--- src/hw/hub_regs_defs.svh ---
`ifndef HUB_REGS_DEFS_SVH
`define HUB_REGS_DEFS_SVH

`define ADDR_PRODUCT_STRING_LENGTH 8'h14
`define ADDR_SERIAL_STRING_LENGTH  8'h15
`define ADDR_MAKER_FIRST           8'h16
`define ADDR_MAKER_LAST            8'h53
`define ADDR_PRODUCT_FIRST         8'h54
`define ADDR_PRODUCT_LAST          8'h91
`define ADDR_SERIAL_FIRST          8'h92
`define ADDR_SERIAL_LAST           8'hCF
`define ADDR_CHARGE_PORT_ENABLE    8'hD0
`define ADDR_PORT_POWER_STATE      8'hE5
`define RESET_BYTE                 8'h00
`define CHARGE_ENABLE_MASK         8'h0E
`define PORT_FIELD_LSB             1
`define STRING_AREA_BYTES          62

`endif

--- src/hw/hub_regs_pkg.sv ---
package hub_regs_pkg;

  typedef enum logic [2:0] {
    region_none,
    region_prod_len,
    region_ser_len,
    region_strings,
    region_charge,
    region_power
  } region_t;

  typedef struct packed {
    logic       wr;
    logic       rd;
    logic [7:0] addr;
    logic [7:0] wdata;
  } reg_req_t;

  typedef struct packed {
    logic       valid;
    logic [7:0] rdata;
  } reg_rsp_t;

  typedef struct packed {
    logic [2:0] host_power_on;
    logic [2:0] overcurrent_flags;
    logic [2:0] charge_hold_power;
  } port_in_t;

endpackage

--- src/hw/hub_string_and_port_power_regs.sv ---
// Functional notes
// - Product string length register at 0x14, resets zero.
// - Serial string length register at 0x15, resets zero.
// - Manufacturer string bytes 0x16 to 0x53, reset zero.
// - Product string bytes 0x54 to 0x91, reset zero.
// - Serial string bytes 0x92 to 0xCF.
// - Charge enable at 0xD0, bits 3:1 per port.
// - Enable bit one activates charging on port.
// - Power status at 0xE5 is read-only, bits 3:1.
// - Status one when host powered the port.
// - Status zero when unpowered or over-current.
// - Status mirrors host, over-current and charging state.
// - Over-current flag clears matching power status bit.
`timescale 1ns/1ps
`include "hub_regs_defs.svh"

module hub_string_and_port_power_regs (
  input  wire logic                   clk_sys,
  input  wire logic                   rst_b,
  input  wire hub_regs_pkg::reg_req_t req,
  output hub_regs_pkg::reg_rsp_t      rsp,
  input  wire hub_regs_pkg::port_in_t port_in,
  output logic [2:0]                  charge_port_active
);

  localparam int AREA = `STRING_AREA_BYTES;
  localparam int TOTAL = 3 * AREA;

  typedef struct packed {
    logic [7:0]            product_string_length;
    logic [7:0]            serial_string_length;
    logic [7:0]            charge_port_enable;
    hub_regs_pkg::reg_rsp_t rsp;
  } regs_state_t;

  regs_state_t state;
  regs_state_t next_state;

  // The three string areas sit back to back, so one array covers them all; the strings are only stored
  // here, and their character encoding is left to the configuring software.
  logic [7:0] text_bytes [TOTAL];
  logic [2:0] power_state;

  function automatic hub_regs_pkg::region_t decode(input logic [7:0] a);
    if (a == `ADDR_PRODUCT_STRING_LENGTH) begin
      return hub_regs_pkg::region_prod_len;
    end else if (a == `ADDR_SERIAL_STRING_LENGTH) begin
      return hub_regs_pkg::region_ser_len;
    end else if (a >= `ADDR_MAKER_FIRST && a <= `ADDR_SERIAL_LAST) begin
      return hub_regs_pkg::region_strings;
    end else if (a == `ADDR_CHARGE_PORT_ENABLE) begin
      return hub_regs_pkg::region_charge;
    end else if (a == `ADDR_PORT_POWER_STATE) begin
      return hub_regs_pkg::region_power;
    end
    return hub_regs_pkg::region_none;
  endfunction

  function automatic logic [7:0] byte_index(input logic [7:0] a);
    return a - `ADDR_MAKER_FIRST;
  endfunction

  hub_regs_pkg::region_t region;
  logic [7:0]            index;

  assign region = decode(req.addr);
  assign index  = byte_index(req.addr);

  always_comb begin
    next_state = state;
    next_state.rsp.valid = req.rd;
    next_state.rsp.rdata = `RESET_BYTE;
    if (req.wr) begin
      case (region)
        hub_regs_pkg::region_prod_len: begin
          next_state.product_string_length = req.wdata;
        end
        hub_regs_pkg::region_ser_len: begin
          next_state.serial_string_length = req.wdata;
        end
        hub_regs_pkg::region_charge: begin
          next_state.charge_port_enable = req.wdata & `CHARGE_ENABLE_MASK;
        end
        default: begin
          // Writes to the status register and to unmapped addresses are dropped.
          next_state.product_string_length = state.product_string_length;
        end
      endcase
    end
    if (req.rd) begin
      case (region)
        hub_regs_pkg::region_prod_len: begin
          next_state.rsp.rdata = state.product_string_length;
        end
        hub_regs_pkg::region_ser_len: begin
          next_state.rsp.rdata = state.serial_string_length;
        end
        hub_regs_pkg::region_strings: begin
          next_state.rsp.rdata = text_bytes[index];
        end
        hub_regs_pkg::region_charge: begin
          next_state.rsp.rdata = state.charge_port_enable;
        end
        hub_regs_pkg::region_power: begin
          next_state.rsp.rdata = {4'h0, power_state, 1'b0};
        end
        default: begin
          next_state.rsp.rdata = `RESET_BYTE;
        end
      endcase
    end
  end

  always_ff @(posedge clk_sys) begin
    if (!rst_b) begin
      state <= '0;
    end else begin
      state <= next_state;
    end
  end

  genvar g;
  generate
    for (g = 0; g < TOTAL; g++) begin : g_text
      always_ff @(posedge clk_sys) begin
        if (!rst_b) begin
          text_bytes[g] <= `RESET_BYTE;
        end else if (req.wr && region == hub_regs_pkg::region_strings && index == 8'(g)) begin
          text_bytes[g] <= req.wdata;
        end
      end
    end
  endgenerate

  assign charge_port_active = state.charge_port_enable[`PORT_FIELD_LSB +: 3];

  port_power_mirror u_mirror (
    .clk_sys       (clk_sys),
    .rst_b         (rst_b),
    .port_in       (port_in),
    .charge_enable (charge_port_active),
    .power_state   (power_state)
  );

  assign rsp = state.rsp;

endmodule // hub_string_and_port_power_regs

--- src/hw/port_power_mirror.sv ---
`timescale 1ns/1ps
`include "hub_regs_defs.svh"

module port_power_mirror (
  input  wire logic                     clk_sys,
  input  wire logic                     rst_b,
  input  wire hub_regs_pkg::port_in_t   port_in,
  input  wire logic [2:0]               charge_enable,
  output logic      [2:0]               power_state
);

  typedef struct packed {
    logic [2:0] power;
  } mirror_state_t;

  mirror_state_t state;
  mirror_state_t next_state;

  always_comb begin
    next_state = state;
    for (int i = 0; i < 3; i++) begin
      // A port counts as powered from the host request, or from charging support when its enable is set.
      next_state.power[i] = (port_in.host_power_on[i] | (charge_enable[i] & port_in.charge_hold_power[i]))
                            & ~port_in.overcurrent_flags[i];
    end
  end

  always_ff @(posedge clk_sys) begin
    if (!rst_b) begin
      state <= '0;
    end else begin
      state <= next_state;
    end
  end

  assign power_state = state.power;

endmodule // port_power_mirror

--- config.mk ---
export PLATFORM = sky130hd
export DESIGN_NAME = hub_string_and_port_power_regs
export DESIGN_NICKNAME = d
export VERILOG_FILES = /design/src/hw/hub_regs_pkg.sv /design/src/hw/hub_string_and_port_power_regs.sv /design/src/hw/port_power_mirror.sv
export VERILOG_INCLUDE_DIRS = /design/src /design/src/hw
export SDC_FILE = /design/constraint.sdc
export NUM_CORES = 2
export LEC_CHECK = 0
export ABC_CLOCK_PERIOD_IN_PS = 3600
export BUFFER_PORTS_ARGS = -buffer_cell sky130_fd_sc_hd__buf_4
export CAP_MARGIN = 40
export CORE_MARGIN = 8
export CORE_UTILIZATION = 35
export CTS_BUF_LIST = sky130_fd_sc_hd__clkbuf_16
export CTS_CLUSTER_DIAMETER = 40
export DETAILED_ROUTE_END_ITERATION = 16
export GPL_TIMING_DRIVEN = 1
export SYNTH_ARGS = -nofsm -noshare
export SYNTH_HDL_FRONTEND = slang
export SYNTH_SLANG_ARGS = --single-unit
--- constraint.sdc ---
create_clock -name clk_sys -period 3.6 [get_ports clk_sys]
set_clock_uncertainty 0.2 [all_clocks]
set_input_delay 0.18 -clock clk_sys [delete_from_list [all_inputs] [get_ports clk_sys]]
set_output_delay 0.18 -clock clk_sys [all_outputs]
set_load 0.005 [all_outputs]
## After elaboration in Yosys (flattened, before gate mapping)

Memories as Yosys holds them, arrays and structs flattened.
Index checks and enable logic that the tools add are counted.

- Output and inout bits: 12
- Memories kept: 1
- Memory bits (writable): 1488
- Logic and storage cells: 1352
- Flip-flop bits (word level): 31

- Bitwise logic cells: 198
- Reduce and logical (&&, ||, !) cells: 193
- Order comparisons: 2
- Multiplexer cells: 757
- $add $sub $neg: 1
- Equal/unequal tests: 194

Memories:

| name | words | bits a word | read ports | clocked after memory_dff | wr ports | RTL line | text |
|---|---|---|---|---|---|---|---|
| text_bytes | 186 | 8 | 1 | 0 | 186 | hub_string_and_port_power_regs.sv:41 | `logic [7:0] text_bytes [TOTAL];` |

Operator list:

| cell | count |
|---|---|
| 2-to-1 mux 8 bit | 186 |
| 2-to-1 mux 1 bit | 564 |
| == test 8 x 7 -> 1 bit, second input constant | 64 |
| == test 8 bit, second input constant | 60 |
| == test 8 x 6 -> 1 bit, second input constant | 32 |
| bitwise OR 1 bit | 189 |
| logical AND 1 bit | 188 |
| == test 8 x 5 -> 1 bit, second input constant | 18 |
| == test 8 x 4 -> 1 bit, second input constant | 8 |
| one-hot mux 8 bit (5 select lines) | 1 |
| == test 8 x 3 -> 1 bit, second input constant | 4 |
| 2-to-1 mux 3 bit | 6 |
| == test 8 x 2 -> 1 bit, second input constant | 2 |
| == test 8 x 1 -> 1 bit, second input constant | 1 |
| greater-or-equal comparator 8 x 5 -> 1 bit, second input constant | 1 |
| less-or-equal comparator 8 bit, second input constant | 1 |
| logical NOT 8 bit | 1 |
| AND reduction 2 bit | 4 |
| subtractor 8 x 5 -> 8 bit, second input constant | 1 |
| bitwise AND 1 bit | 6 |
| == test 3 x 2 -> 1 bit, second input constant | 2 |
| == test 3 bit, second input constant | 2 |
| == test 3 x 1 -> 1 bit, second input constant | 1 |
| NOT 1 bit | 3 |

## Longest topological paths before layout

- Depth after elaboration: 14
- Depth in mapped cells: 12
- Gate-level depth less buffers: 8

## Hierarchy

A second synthesis with hierarchy kept.

- Cells, all modules: 4774
- Area total of the unflattened synthesis: 70715.3 µm²

By module, submodules not included:

| module | area each (µm²) | times used | cells an instance |
|---|---|---|---|
| hub_string_and_port_power_regs | 70602.7 | 1 | 4765 |
| port_power_mirror | 112.6 | 1 | 9 |

## Least setup slack after synthesis

OpenSTA, ideal clock, no wires.

- Path kind: input-to-reg
- From: input req[9] (netlist name)
- To: memory text_bytes[100][0], enable pin
- Library setup time: 0.384 ns
- Stages on the path: 8
- Arrival: 2.419 ns
- Setup slack: 0.597 ns
- Buffers on the path: 2
- Cell sequence: ha_1 -> buf_2 -> or3_1 -> a211o_1 -> nand2_1 -> nand3_1 -> clkbuf_1 -> o21ai_0

RTL lines:

| item | RTL line | text |
|---|---|---|
| start: declaration | hub_string_and_port_power_regs.sv:20 | `input wire hub_regs_pkg::reg_req_t req,` |
| end: declaration | hub_string_and_port_power_regs.sv:41 |  |

## Worst setup path in the final report

- From: input req[13] (netlist name)
- To: register state[29] (netlist name)

- Word-level cells in the longest chain between the ends: 9

RTL lines:

| item | RTL line | text |
|---|---|---|
| parallel branches: the longest is 6 deep, another holds greater-or-equal comparator 8 x 5 -> 1 bit | n/a |  |
| 2-to-1 mux 3 bit * | hub_string_and_port_power_regs.sv:56 | `return hub_regs_pkg::region_none;` |
| == test 3 x 1 -> 1 bit * | hub_string_and_port_power_regs.sv:74 | `case (region)` |
| AND reduction 2 bit (no source line) * | n/a |  |
| end signal: assignment | hub_string_and_port_power_regs.sv:118 | `state <= next_state;` |
| end: declaration | hub_string_and_port_power_regs.sv:36 | `regs_state_t state;` |

Mark *: on every way between the ends.
A chain may end at the register's enable or synchronous reset.

==> reports/results.txt <==
Gr busiest metal = met2
Hold Fails Final Rpt = 0
H-tree Lvls = 4
RR Startpoint = text_bytes[153][4]$_SDFFCE_PN0P_
CTS tree = yes
Nets = 5,049
Critical Path Start Type = input pin
Lkg Pwr = 0.02982 uW
Routed len/inst = 26.68 microns
Routing usage on met2 = 0.3035
Clock latency on the worst-skew pair = 0.86 ns
Power Dens Cells = 550.5 nW/um^2
Ys flop type = edfxtp_1
Cts repair resizes = 0
DRC viols = 0
RSZ-0062 raised after global routing = no
Fin Hold WS = 0.05985 ns
CTS Buf Count = 222
Placed cell count = 7,428
First-pass GRT wire length = 305,800 microns
Area growth syn-to-layout = 19.19%
Clock-pin slew on the worst setup and hold paths = 0.06 ns
#FFs+latches synth = 1,519
Post-Synthesis Cell Area = 70,960 sq um
Initial antenna violation count = 11
Slew HR = 0.4002
Worst Tran Pin Value = 0.8997 ns
Max Fclk = 300.2 MHz
Port bufs = 40
Netlist cell types = 75
Via count = 42,570
Maximum fanout along the worst path = 16
Commonest non-fill, non-tap cell in the layout = edfxtp_1
Vias in the first global route = 42,840
Routed Wire Length = 210,500 microns
Num rows = 165
Syn. warnings = 0
Root Buffer = clkbuf_16
Max Cap Viol = 0
GR Layer Usage met3 = 0.03762
First drt pass iteration count = 6
Post-synth EDFFs = 1,488
Average size of a mapped cell = 15.04 sq um
CP peak stage delay = 0.65 ns
R2R cell count = 6
Initial DRC count = 5,173
Min-delay worst type = in2reg
Outcome = finished clean
Setup TNS Final = 0 ns
Cell repeated most along the worst path = dlygate4sd3_1
WHS Path Cells = 6
Routability cong. = 0.9055
Synth Net Count = 4,749
GRT Util Overall = 0.1900
Final worst path period share = 0.9254
Clk buf depth = 3
Die width = 466.3 microns
R2r setup slk = 0.88 ns
Final setup violation count = 0
Min-delay src = req[14]
FF-to-FF End = rsp[4]$_SDFF_PN0_
Layout cells sized above 1 = 0.2674
Final HPWL DP = 135,300 microns
Register area = 45,300 sq um
Initial Util = 0.3514
Seq/Total Area, Yosys = 0.6385
CP Class = in2reg
Largest net degree at the start of global routing = 129
Worst hold endpoint = rsp[6]$_SDFF_PN0_
Final cell count without fillers = 7,889
Post-CTS Setup Inserts = 0
Final Util = 0.4189
DP Area = 76,430 sq um
Asr flop ratio synth = 0
Worst EP required = 4.19 ns
Clock net sink count = 1,519
Element type at the critical path end = flop
Via density per instance = 5.396
Final Critical Period = 3.331 ns
CP arrival = 3.92 ns
VDD IR max = 0.5716 mV
Post-synthesis cell count = 4,719
Total grt overflow = 0
Hold Buf Count CTS = 38
Die height = 466.3 microns
Die footprint = 217,400 sq um
Most frequent cells in the layout = edfxtp_1, and2_1, mux4_2
Met1 Resource Use GR = 0.2572
Worst path cell trace = dlygate4sd3_1, buf_4, nor3_1, nand4b_1, dlygate4sd3_1, nor3_2, dlygate4sd3_1, buf_4, nand3_1, dlygate4sd3_1, a21oi_1
Top-Level Pins = 41
Slowest-stage cell, CP = dlygate4sd3_1
Multi-input gate area = 23,660 sq um
Number of fill cells = 18,000
Final instance area = 84,570 sq um
Core Box Area = 201,900 sq um
Final Max Tran Viols = 0
ANT nets after route = 0
==> metal layers <==
metal / part of all wire / vias up
met3: 0.086 / 377
met1: 0.40 / 21940
met5: 0.000095 / -
li1: - / 18290
met2: 0.47 / 1959
met4: 0.041 / 2
==> worst max-delay path: cells and delay by family <==
kind	cells	cell delay (ns)
and+or+nand+nor	4	0.70
buffers and inverters	6	2.91
AOI/OAI and AO/OA	1	0.11
==> cell type report <==
cell class,instances,area share
Timing Repair Buffer,501,0.05344
Tap cell,2672,0.03953
Multi-Input combinational cell,2771,0.2798
Clock buffer,227,0.06717
Sequential cell,1519,0.5357
Inverter,4,0.0001775
Antenna cell,1,0.00002959
Clock inverter,194,0.02420
==> logic make-up (layout without fill, tap and decap cells) <==
kind of cell,count (synthesis),count (layout),share of synthesized area
other,0,1,0
AO/OA/AOI/OAI,357,357,0.03042
adder cells (fa/ha/maj),1,1,0.0001763
multiplexers,437,437,0.1346
flip-flops,1519,1519,0.6385
buffers and inverters,429,926,0.02962
AND/OR/NAND/NOR,1973,1973,0.1659
XOR/XNOR,3,3,0.0007407
==> worst max-delay path by stage <==
stage	startpoint	end	slack, ns
after global placement	req[11]	text_bytes[77][7]$_SDFFCE_PN0P_	0.07
after global routing	req[13]	state[29]$_SDFFE_PN0P_	0.24
after detailed placement	req[8]	rsp[2]$_SDFF_PN0_	0.21
after floorplan	req[9]	text_bytes[100][0]$_SDFFCE_PN0P_	0.60
after CTS	req[13]	state[29]$_SDFFE_PN0P_	0.43
final	req[13]	state[29]$_SDFFE_PN0P_	0.27
==> sequential cells by signal, indices dropped and copies added (netlist names) <==
name and cells:
u_mirror.power_state 3, charge_port_active 3, state 16, text_bytes 1488, rsp 9
==> where the power goes <==
part	internal (uW)	total [uW]	switching, uW
Combinational	1490	3820	2340
Sequential	20300	20600	299
Clock	13500	22200	8640
==> through the flow <==
stage | total power [uW] | worst slack, ns
3_5_place_dp | 24690 | 0.2124
5_1_grt | 47770 | 0.2352
6_report | 46550 | 0.2687
4_1_cts | 46820 | 0.4297
2_1_floorplan | 22870 | 0.5972
3_3_place_gp | 24630 | 0.06851
==> Yosys cell counts (4+ instances only) <==
master | instances | share of area
edfxtp_1 | 1488 | 0.63
and2_1 | 1285 | 0.11
mux4_2 | 414 | 0.13
clkbuf_1 | 279 | 0.015
and3_1 | 214 | 0.019
o21ai_0 | 197 | 0.014
nand2_1 | 155 | 0.0082
nor2_1 | 104 | 0.0055
nor2_2 | 83 | 0.0073
buf_2 | 66 | 0.0047
nand3_1 | 52 | 0.0037
buf_4 | 48 | 0.0051
a21oi_1 | 33 | 0.0023
dfxtp_1 | 31 | 0.0087
a22oi_1 | 29 | 0.0031
buf_6 | 29 | 0.0046
mux2i_1 | 23 | 0.0032
nor2_4 | 21 | 0.0033
o22ai_1 | 18 | 0.0016
nor3_1 | 16 | 0.0011
a22o_1 | 14 | 0.0017
a31oi_1 | 9 | 0.00079
a32o_1 | 6 | 0.00085
nand3_2 | 5 | 0.00071
nand4_1 | 5 | 0.00044
nor2b_1 | 5 | 0.00044
a32oi_1 | 4 | 0.00049
nor3_2 | 4 | 0.00056
o21ai_1 | 4 | 0.00028
o311ai_0 | 4 | 0.00049
o32ai_1 | 4 | 0.00049
or3_1 | 4 | 0.00035
Power figures use the tool's default switching activity.
